### src/hw/b2s_pkg.sv
// Constants and types for the second buck regulator standby, sleep
// and switching mode register bank.
// Assumes one system clock and a byte-wide functional-page port.
//
// Functional notes
// [RULE_01] Three registers at consecutive functional addresses
// [RULE_02] Standby code bits 4:0 drive standby target
// [RULE_03] Standby content used only in standby
// [RULE_04] Sleep code bits 4:0 drive sleep target
// [RULE_05] Sleep register applies whenever regulator sleeps
// [RULE_06] Bit 5 picks low or high range
// [RULE_07] Mode bit 5 picks off or sleep
// [RULE_08] Mode bits 3:0 select switching mode
// [RULE_09] Reads and writes accepted at any time
// [RULE_10] Power-up values come from OTP memory; mode bit 5 has no OTP source and loads as 0
// [RULE_11] Bits 7:6, mode bit 4 read zero
// [RULE_12] Writes to unimplemented bits are ignored

package b2s_pkg;

  // ==========================================================
  // Register map
  localparam int B2S_DATA_W = 8;
  localparam int B2S_ADDR_W = 8;
  localparam int B2S_REG_COUNT = 3;
  localparam logic [7:0] B2S_ADDR_STANDBY = 8'h36;
  localparam logic [7:0] B2S_ADDR_SLEEP = 8'h37;
  localparam logic [7:0] B2S_ADDR_MODE = 8'h38;
  localparam logic [1:0] B2S_IDX_STANDBY = 2'h0;
  localparam logic [1:0] B2S_IDX_SLEEP = 2'h1;
  localparam logic [1:0] B2S_IDX_MODE = 2'h2;

  // ==========================================================
  // Field layout
  localparam int B2S_LEVEL_W = 5;
  localparam int B2S_LEVEL_LSB = 0;
  localparam int B2S_RANGE_BIT = 5;
  localparam int B2S_MODE_W = 4;
  localparam int B2S_MODE_LSB = 0;
  localparam int B2S_TURNOFF_BIT = 5;
  localparam logic [7:0] B2S_MASK_VOLT = 8'h3F;
  localparam logic [7:0] B2S_MASK_MODE = 8'h2F;
  localparam logic [7:0] B2S_RESET_VAL = 8'h00;
  localparam logic [7:0] B2S_READ_UNMAPPED = 8'h00;

  // ==========================================================
  // State encodings
  typedef enum logic [1:0] {
    B2S_REG_ON = 2'h0,
    B2S_REG_SLEEP = 2'h1,
    B2S_REG_OFF = 2'h2
  } b2s_reg_state_t;

  typedef enum logic [1:0] {
    B2S_LD_WAIT = 2'h0,
    B2S_LD_LOAD = 2'h1,
    B2S_LD_DONE = 2'h2
  } b2s_load_state_t;

endpackage

### src/hw/b2s_cfg_if.sv
// Configuration fields passed from the register bank to the
// target selector. Assumes both ends share clk_sys_i.
`timescale 1ns/1ns
`default_nettype none

interface b2s_cfg_if;
  import b2s_pkg::*;
  logic [B2S_LEVEL_W-1:0] standby_level;
  logic standby_hi;
  logic [B2S_LEVEL_W-1:0] sleep_level;
  logic sleep_hi;
  logic [B2S_MODE_W-1:0] mode_code;
  logic turnoff_sleep;

  modport src (
    output standby_level, standby_hi, sleep_level, sleep_hi,
    output mode_code, turnoff_sleep
  );
  modport dst (
    input standby_level, standby_hi, sleep_level, sleep_hi,
    input mode_code, turnoff_sleep
  );
endinterface

`default_nettype wire

### src/hw/b2s_otp_load.sv
// One-shot loader: waits for the OTP image to be valid after reset
// and issues a single load pulse. Assumes otp_ready_i is on clk_sys_i.
`timescale 1ns/1ns
`default_nettype none

module b2s_otp_load
  import b2s_pkg::*;
(
  input wire logic clk_sys_i,  // System clock
  input wire logic reset_i,    // Sync reset, high
  input wire logic otp_ready_i, // OTP image valid
  output logic load_o,         // One-cycle load pulse
  output logic loaded_o        // Load has happened
);

  b2s_load_state_t state_reg;
  b2s_load_state_t state_next;

  // ==========================================================
  // Sequencer
  always_comb begin
    state_next = state_reg;
    case (state_reg)
      B2S_LD_WAIT: begin
        if (otp_ready_i) begin
          state_next = B2S_LD_LOAD;
        end
      end
      B2S_LD_LOAD: begin
        state_next = B2S_LD_DONE;
      end
      B2S_LD_DONE: begin
        state_next = B2S_LD_DONE;
      end
      default: begin
        state_next = B2S_LD_WAIT;
      end
    endcase
  end

  always_ff @(posedge clk_sys_i) begin
    if (reset_i) begin
      state_reg <= B2S_LD_WAIT;
    end else begin
      state_reg <= state_next;
    end
  end

  // [RULE_10] single load pulse
  assign load_o = (state_reg == B2S_LD_LOAD);
  assign loaded_o = (state_reg == B2S_LD_DONE);

endmodule

`default_nettype wire

### src/hw/b2s_regs.sv
// Top of the buck 2 standby, sleep and switching mode register bank.
// Assumes the serial control port has already decoded a byte access
// and all inputs come from logic on clk_sys_i.
`timescale 1ns/1ns
`default_nettype none

module b2s_regs
  import b2s_pkg::*;
(
  input wire logic clk_sys_i,          // System clock
  input wire logic reset_i,            // Sync reset, high
  input wire logic func_page_i,        // Functional page selected
  input wire logic [7:0] reg_addr_i,   // Register address
  input wire logic [7:0] reg_wdata_i,  // Write data
  input wire logic reg_wr_i,           // Write strobe
  input wire logic reg_rd_i,           // Read strobe
  output logic [7:0] reg_rdata_o,      // Read data
  output logic reg_rvalid_o,           // Read data valid
  output logic reg_hit_o,              // Last access mapped
  input wire logic otp_ready_i,        // OTP image valid
  input wire logic [5:0] otp_standby_i, // OTP standby value
  input wire logic [5:0] otp_sleep_i,  // OTP sleep value
  input wire logic [3:0] otp_mode_i,   // OTP mode code
  input wire logic sys_standby_i,      // System in standby
  input wire logic [4:0] run_level_i,  // Normal-run code
  input wire logic run_range_high_i,   // Normal-run range
  input wire logic turnoff_event_i,    // Turn-off pulse
  input wire logic turnon_event_i,     // Turn-on pulse
  output logic [4:0] buck2_target_level_o, // Applied code
  output logic buck2_range_high_o,     // Applied range
  output logic buck2_enable_o,         // Regulator on
  output logic buck2_sleeping_o,       // Regulator in sleep
  output logic [3:0] buck2_switch_mode_code_o, // Switching mode
  output logic buck2_turnoff_target_o, // 1: sleep after turn-off
  output logic otp_loaded_o            // Power-up load done
);

  // ==========================================================
  // Field masks
  function automatic logic [7:0] b2s_mask(input logic [1:0] idx);
    logic [7:0] m;
    m = B2S_MASK_VOLT;
    if (idx == B2S_IDX_MODE) begin
      m = B2S_MASK_MODE;
    end
    return m;
  endfunction

  // ==========================================================
  // Declarations
  b2s_cfg_if cfg ();
  logic otp_load;
  logic [7:0] bank_reg [B2S_REG_COUNT];
  logic [7:0] otp_val [B2S_REG_COUNT];
  logic [B2S_REG_COUNT-1:0] addr_hit;
  logic [B2S_REG_COUNT-1:0] wr_hit;
  logic any_hit;
  logic [7:0] rd_data_next;
  logic [7:0] rdata_reg;
  logic rvalid_reg;
  logic hit_reg;
  logic [7:0] mode_word;

  // ==========================================================
  // Power-up loader
  b2s_otp_load u_load (
    .clk_sys_i (clk_sys_i),
    .reset_i (reset_i),
    .otp_ready_i (otp_ready_i),
    .load_o (otp_load),
    .loaded_o (otp_loaded_o)
  );

  // Turn-off target has no OTP source; it powers up as off.
  assign mode_word = {4'h0, otp_mode_i};
  assign otp_val[B2S_IDX_STANDBY] = {2'h0, otp_standby_i};
  assign otp_val[B2S_IDX_SLEEP] = {2'h0, otp_sleep_i};
  assign otp_val[B2S_IDX_MODE] = mode_word;

  // ==========================================================
  // Address decode
  genvar gi;
  generate
    for (gi = 0; gi < B2S_REG_COUNT; gi++) begin : g_bank
      // [RULE_01] consecutive addresses
      assign addr_hit[gi] = func_page_i &&
        (reg_addr_i == B2S_ADDR_STANDBY + 8'(gi));
      // [RULE_09] no state condition
      assign wr_hit[gi] = reg_wr_i && addr_hit[gi];

      // Write after load wins, so software is never overwritten
      // by a late OTP image in the same cycle.
      always_ff @(posedge clk_sys_i) begin
        if (reset_i) begin
          bank_reg[gi] <= B2S_RESET_VAL;
        end else if (wr_hit[gi]) begin
          // [RULE_12] unimplemented bits dropped
          bank_reg[gi] <= reg_wdata_i & b2s_mask(2'(gi));
        end else if (otp_load) begin
          // [RULE_10] load from OTP
          bank_reg[gi] <= otp_val[gi] & b2s_mask(2'(gi));
        end
      end
    end
  endgenerate

  assign any_hit = |addr_hit;

  // ==========================================================
  // Read path
  // [RULE_11] reserved bits stored as zero
  assign rd_data_next =
    addr_hit[B2S_IDX_STANDBY] ? bank_reg[B2S_IDX_STANDBY] :
    addr_hit[B2S_IDX_SLEEP] ? bank_reg[B2S_IDX_SLEEP] :
    addr_hit[B2S_IDX_MODE] ? bank_reg[B2S_IDX_MODE] :
    B2S_READ_UNMAPPED;

  always_ff @(posedge clk_sys_i) begin
    if (reset_i) begin
      rdata_reg <= B2S_READ_UNMAPPED;
      rvalid_reg <= 1'b0;
      hit_reg <= 1'b0;
    end else begin
      rvalid_reg <= reg_rd_i;
      if (reg_rd_i) begin
        rdata_reg <= rd_data_next;
      end
      if (reg_rd_i || reg_wr_i) begin
        hit_reg <= any_hit;
      end
    end
  end

  assign reg_rdata_o = rdata_reg;
  assign reg_rvalid_o = rvalid_reg;
  assign reg_hit_o = hit_reg;

  // ==========================================================
  // Field extraction
  // [RULE_02] standby code low bits
  assign cfg.standby_level =
    bank_reg[B2S_IDX_STANDBY][B2S_LEVEL_LSB +: B2S_LEVEL_W];
  // [RULE_06] range bit
  assign cfg.standby_hi = bank_reg[B2S_IDX_STANDBY][B2S_RANGE_BIT];
  // [RULE_04] sleep code low bits
  assign cfg.sleep_level =
    bank_reg[B2S_IDX_SLEEP][B2S_LEVEL_LSB +: B2S_LEVEL_W];
  assign cfg.sleep_hi = bank_reg[B2S_IDX_SLEEP][B2S_RANGE_BIT];
  // [RULE_08] switching mode code
  assign cfg.mode_code =
    bank_reg[B2S_IDX_MODE][B2S_MODE_LSB +: B2S_MODE_W];
  // [RULE_07] turn-off target bit
  assign cfg.turnoff_sleep = bank_reg[B2S_IDX_MODE][B2S_TURNOFF_BIT];

  assign buck2_switch_mode_code_o = cfg.mode_code;
  assign buck2_turnoff_target_o = cfg.turnoff_sleep;

  // ==========================================================
  // Target selection
  b2s_target_sel u_sel (
    .clk_sys_i (clk_sys_i),
    .reset_i (reset_i),
    .cfg (cfg.dst),
    .sys_standby_i (sys_standby_i),
    .run_level_i (run_level_i),
    .run_range_high_i (run_range_high_i),
    .turnoff_event_i (turnoff_event_i),
    .turnon_event_i (turnon_event_i),
    .target_level_o (buck2_target_level_o),
    .range_high_o (buck2_range_high_o),
    .enable_o (buck2_enable_o),
    .sleeping_o (buck2_sleeping_o)
  );

endmodule

`default_nettype wire

### src/hw/b2s_target_sel.sv
// Regulator state tracking and target selection for buck 2.
// Assumes the normal-run level comes from a register outside.
`timescale 1ns/1ns
`default_nettype none

module b2s_target_sel
  import b2s_pkg::*;
(
  input wire logic clk_sys_i,          // System clock
  input wire logic reset_i,            // Sync reset, high
  b2s_cfg_if.dst cfg,                  // Register fields
  input wire logic sys_standby_i,      // System in standby
  input wire logic [4:0] run_level_i,  // Normal-run code
  input wire logic run_range_high_i,   // Normal-run range
  input wire logic turnoff_event_i,    // Turn-off pulse
  input wire logic turnon_event_i,     // Turn-on pulse
  output logic [4:0] target_level_o,   // Applied code
  output logic range_high_o,           // Applied range
  output logic enable_o,               // Regulator on
  output logic sleeping_o              // Regulator in sleep
);

  b2s_reg_state_t state_reg;
  b2s_reg_state_t state_next;
  logic [B2S_LEVEL_W-1:0] level_next;
  logic range_next;

  // ==========================================================
  // Regulator state
  always_comb begin
    state_next = state_reg;
    case (state_reg)
      B2S_REG_ON: begin
        // [RULE_07] turn-off destination
        if (turnoff_event_i) begin
          state_next = cfg.turnoff_sleep ? B2S_REG_SLEEP : B2S_REG_OFF;
        end
      end
      B2S_REG_SLEEP: begin
        if (turnon_event_i && !turnoff_event_i) begin
          state_next = B2S_REG_ON;
        end
      end
      B2S_REG_OFF: begin
        if (turnon_event_i && !turnoff_event_i) begin
          state_next = B2S_REG_ON;
        end
      end
      default: begin
        state_next = B2S_REG_OFF;
      end
    endcase
  end

  // ==========================================================
  // Target selection
  // [RULE_05] sleep register while sleeping
  // [RULE_03] standby only in standby
  assign level_next = (state_reg == B2S_REG_SLEEP) ? cfg.sleep_level :
                      sys_standby_i ? cfg.standby_level : run_level_i;
  // [RULE_06] range follows selected code
  assign range_next = (state_reg == B2S_REG_SLEEP) ? cfg.sleep_hi :
                      sys_standby_i ? cfg.standby_hi : run_range_high_i;

  always_ff @(posedge clk_sys_i) begin
    if (reset_i) begin
      state_reg <= B2S_REG_ON;
      target_level_o <= '0;
      range_high_o <= 1'b0;
      enable_o <= 1'b0;
      sleeping_o <= 1'b0;
    end else begin
      state_reg <= state_next;
      target_level_o <= level_next;
      range_high_o <= range_next;
      enable_o <= (state_reg != B2S_REG_OFF);
      sleeping_o <= (state_reg == B2S_REG_SLEEP);
    end
  end

endmodule

`default_nettype wire

### config.mk
export PLATFORM = sky130hd
export DESIGN_NAME = b2s_regs
export DESIGN_NICKNAME = d
export VERILOG_FILES = /design/src/hw/b2s_pkg.sv /design/src/hw/b2s_cfg_if.sv /design/src/hw/b2s_otp_load.sv /design/src/hw/b2s_regs.sv /design/src/hw/b2s_target_sel.sv
export SDC_FILE = /design/constraint.sdc
export NUM_CORES = 1
export LEC_CHECK = 0
export CORE_UTILIZATION = 50
export CTS_BUF_LIST = sky130_fd_sc_hd__clkbuf_16
export CTS_CLUSTER_DIAMETER = 120
export CTS_CLUSTER_SIZE = 12
export DETAILED_ROUTE_END_ITERATION = 8
export DONT_BUFFER_PORTS = 1
export HOLD_SLACK_MARGIN = 0.08
export PLACE_DENSITY_LB_ADDON = 0.3
export SYNTH_ARGS = -nofsm -noshare
export SYNTH_HDL_FRONTEND = slang
export SYNTH_HIERARCHICAL = 1
export SYNTH_SLANG_ARGS = --single-unit
### constraint.sdc
create_clock -name clk_sys_i -period 1.9 [get_ports clk_sys_i]
set_input_delay 0 -clock clk_sys_i [delete_from_list [all_inputs] [get_ports clk_sys_i]]
set_output_delay 0 -clock clk_sys_i [all_outputs]
set_load 0.005 [all_outputs]
# After elaboration in Yosys (flattened, before gate mapping)
# Memory sizes are Yosys's and may differ from the RTL's.
# Cells that the tools add are included.
# Widths: inputs -> output; s select.
# totals
ram_bits	18
reg_bits	22
input_bits	47
memories	1
word_cells	82
# op_classes
eq_ne	11
bitwise	6
n_mux	40
n_reduce_logical	15
# mem_list
memory	depth	width	read_ports	rd_clocked_by_memory_dff	write_ports	line	rtl
bank_reg	3	6	3	0	3	b2s_regs.sv:53	logic [7:0] bank_reg [B2S_REG_COUNT];
# ops
op	n
$mux 6	6
$eq 8x6->1 const B	3
$mux 8	3
$mux 1	23
$mux 5	2
$mux 2	4
$pmux 2 s2	2
$logic_and 1x1->1	7
$ne 2x2->1 const B	3
$or 1x1->1	6
$eq 2x1->1 const B	2
$eq 2x2->1 const B	2
$logic_not 2->1	2
$reduce_or 2->1	2
$reduce_or 3->1	1
$ne 2x1->1 const B	1
$reduce_and 2->1	1
$logic_not 1->1	1
$logic_or 1x1->1	1

# Depth between registers and ports, before layout
# depth
word_depth	8
depth_mapped	7
ltp_nobuf	5

# Cells and area by module
# Netlist, hierarchy kept.
# modules_own_cells
module	instances	cells_each	area_each_um2
b2s_regs	1	120	1341.3
b2s_target_sel	1	48	515.5
b2s_otp_load	1	15	160.2

# Worst setup path after synthesis
# No wires, ideal clock.
# synth_timing
path_kind	register to register
startpoint	register u_load.state_reg[1]
endpoint	memory bank_reg[1][1] (netlist bit), data pin
required_time_ps	1749
slack_ps	425
stages_incl_launch_ff	8
n_path_buf	2
arrival_ps	1324
path_cell_list	dfxtp_1 > inv_1 > ha_1 > nor2b_1 > clkbuf_1 > clkbuf_1 > nand2_1 > mux2i_1
# synth_rtl
item	line	rtl
start, declared	b2s_otp_load.sv:16	b2s_load_state_t state_reg;
start signal, assigned	b2s_otp_load.sv:45	state_reg <= state_next;
end, declared	b2s_regs.sv:53	

# Worst setup path after layout
# layout_timing
startpoint	register u_sel.state_reg[0]
endpoint	register u_sel.state_reg[0]
# layout_via
elab_chain_len	4
word_cells_on_any_way	8
# layout_lines
item	line	rtl
start, declared	b2s_target_sel.sv:23	b2s_reg_state_t state_reg;
start signal, assigned	b2s_target_sel.sv:73	state_reg <= state_next;
$eq 2x2->1 / $eq 2x1->1 (equally long branches)	b2s_target_sel.sv:32	case (state_reg)
$reduce_or 2->1 (no source line)	--	
$ne 2x1->1 (no source line)	--	
$reduce_and 2->1 (no source line)	--	
# Several ways; a longest one is shown, not always the timed one.
# A chain may end at the register's enable or synchronous reset.

==> results by group <==
Worst setup path
  – Startpoint type of the worst setup path: register
  – FF-to-FF Start: u_sel/state_reg[0]
  – Worst setup EP type: register
  – FF-to-FF End: u_sel/state_reg[0]
  – Worst Setup SP: u_sel/state_reg[0]
  – WS Path Type: register to register
  – Arrival time at the worst endpoint: 2.05 ns
  – Critical Path RT: 2.11 ns
  – CP Max Fanout: 4
  – Worst reg-to-reg setup slack: between 0.06 and 0.07 ns
  – Worst reg-to-reg path cell count: 5

Global route
  – First-pass GRT wire length: 7290 um
  – Met1 Resource Use GR: about a quarter
  – GR Util met2: between 40% and 50%
  – All-layer global routing usage: 23.5%
  – Remaining Overflow, GRT: 0
  – M3 GR Usage: 5.73%
  – Initial antenna violation count: 0
  – Number of global-route vias before repair: 1492
  – Most used routing layer: met2
  – Largest net degree at the start of global routing: 20

Routing
  – Initial drt markers: 58
  – DR vias: 1535
  – WL per Instance: 17.1 um
  – DRT antenna net count: 0
  – Vias per inst: 5.60
  – First-pass DRT Iterations: 5
  – DRC: 0
  – Drt total wl: 4700 um

Timing
  – Final Skew: 0.00621 ns
  – Setup-failing EPs final: 0
  – Rel. slew slack: 54.1%
  – Max-slew violations: 0
  – RSZ-0062 raised after global routing: false
  – Max Fclk: ~0.54 GHz
  – Crit path time final: 1.84 ns
  – Setup total negative slack: 0 ns
  – Slew @ Worst Pin: 0.686 ns
  – Final period util: 96.6%
  – Hold Fails Final Rpt: 0

Cells and area
  – Layout Nets: 279
  – Non-Filler Instances: around 270
  – Ratio of cells with drive above 1 in the final layout: 13.3%
  – Max FFs per register: 17
  – Area growth from synthesis to layout: 30.6%
  – # fillers: 262
  – Antenna cells: 0
  – Final Util: 69.9%
  – Multi-input logic area: just over 1000 um2
  – Area taken by flip-flops and latches: approximately 910 um2

Yosys
  – Synth Register Bits: 37
  – Synth unique cells: 42
  – Main flop type after synthesis: dfxtp_1
  – EDFF count, synth: 17
  – Synthesized area per cell: 11.0 um2
  – Yosys top cell area share: 25.3%
  – Most common cell in the netlist: nand2_1
  – Synth top cells by count: nand2_1, mux2i_1, dfxtp_1
  – Ys async rst share: 0%
  – Post-synth top area cell: edfxtp_1
  – Post-synthesis instance area: 2020 um2
  – Syn Inst Count: approximately 180
  – Sequential share of the synthesized area: 45.2%
  – Ys Warns: 6
  – Synth top area cells: edfxtp_1, dfxtp_1, mux2i_1, mux2_4, nand2_1

Pwr
  – Pwr Density: between 1000 and 1500 nW/um2
  – Leak pwr: between 0.001 and 0.0015 uW
  – IR drop worst, VDD: 0.625 mV

Flow run
  – Max-Cap Viols: 0

Clock network
  – Clk buf depth: 2
  – Clk_lat worst skew: between 0.2 and 0.3 ns
  – Total CTS buffers: 5
  – Root Buffer: clkbuf_16
  – Htree depth: 2
  – CTS sink cnt: 37
  – CTS tree: built
  – Setup bufs post-CTS: 0
  – Clock transition at path regs: 0.05 ns

Placed design
  – Detailed Place HPWL: 3200 um
  – Gpl congestion: between 0.8 and 0.9
  – DP Cell Count: 221
  – PortBufs: 0

Run status
  – Status: completed

Worst hold path
  – Worst Hold Path Cells: 2
  – Hold Path End: bank_reg[2][5]
  – Min-delay src: reset_i
  – Worst hold path type: input pin to register

Die
  – Die W: 65.5 um
  – Site row count: 22
  – Initial core utilization: 53.5%
  – IO Count: 71
  – Full die area: roughly 4300 um2
  – Die height: 65.5 um
  – Core Area: 3770 um2
[worst max-delay path, cell delays in order (launching register included)]
cell and delay (ns):
dfxtp_2 0.36, inv_1 0.08, ha_1 0.34, nand4b_1 0.22, a31oi_1 0.19, dlygate4sd3_1 0.58
[worst max path at each step]
| stage | slack, ns | end | cells after the start |
|---|---|---|---|
| floorplan | 0.43 | bank_reg[1][1] | 7 |
| global placement | 0.14 | bank_reg[0][5] | 5 |
| detailed placement | 0.007 | bank_reg[0][5] | 5 |
| CTS | 0.04 | u_sel/state_reg[0] | 5 |
| global route | 0.02 | u_sel/state_reg[0] | 5 |
| finish | 0.06 | u_sel/state_reg[0] | 5 |
[logic make-up after synthesis]
| group | Yosys count | share of synthesized area [%] |
|---|---|---|
| buffers and inverters | 16 | 4.40 |
| other | 1 | 0.186 |
| muxes | 34 | 18.7 |
| DFF | 37 | 45.2 |
| AOI/OAI and AO/OA | 17 | 5.52 |
| adders and majority gates | 7 | 4.34 |
| and+or+nand+nor | 71 | 21.7 |
[cells in the final DEF (no fill, tap or decap), types with 2 or more instances in the layout]
cell           instances
mux2_2                 5
o21ai_0                6
nor2_1                12
mux2_4                 6
dfxtp_1               19
dlygate4sd3_1         45
clkbuf_16              5
mux2i_1               23
nand4bb_1              2
edfxtp_1              17
nand2b_1              10
conb_1                 2
nand3_1                2
a22oi_1                5
inv_1                  4
nand2_1               24
ha_1                   7
nor2b_1                4
[per-layer routing]
metal / wire, um / vias to the layer above / part of all wire (%)
met3: 370 / 7 / 7.9
met2: 2490 / 78 / 53
li1: - / 722 / -
met4: 78 / 0 / 1.7
met1: 1750 / 728 / 37
met5: 0 / - / 0
[report_power, final]
part / switching, uW / total [uW] / internal (uW)
clock network: 303 / 916 / 613
logic: 289 / 609 / 320
registers: 121 / 1170 / 1050
[through the flow]
step	hold slack, ns	total power, uW	setup WS, ns	area [um2]
after floorplan	0.0943	1550	0.425	2020
after global placement	0.0717	1620	0.139	2010
after detailed placement	0.0728	1670	0.00656	2010
after CTS	0.0803	2700	0.0445	2630
after global routing	0.0941	2820	0.0181	2640
final	0.0889	2690	0.0646	2640
[area by class of cell]
cell class | instances | area share (%)
Multi-Input combinational cell | 131 | 38.8
Sequential cell | 37 | 34.6
Timing Repair Buffer | 46 | 17.4
Clock buffer | 5 | 4.75
Tap cell | 48 | 2.28
Clock inverter | 3 | 1.57
Inverter | 4 | 0.570
[timing repair]
item / 4_1_cts / 5_1_grt
endpoints found under the setup margin: 2 / 1
endpoints found under the hold margin: 37 / 0
resized for setup: 1 / 1
cloned: 0 / 0
hold buffers: 45 / 0
pin swaps: 0 / 0
Note: power is estimated with default switching activity, not from simulation.
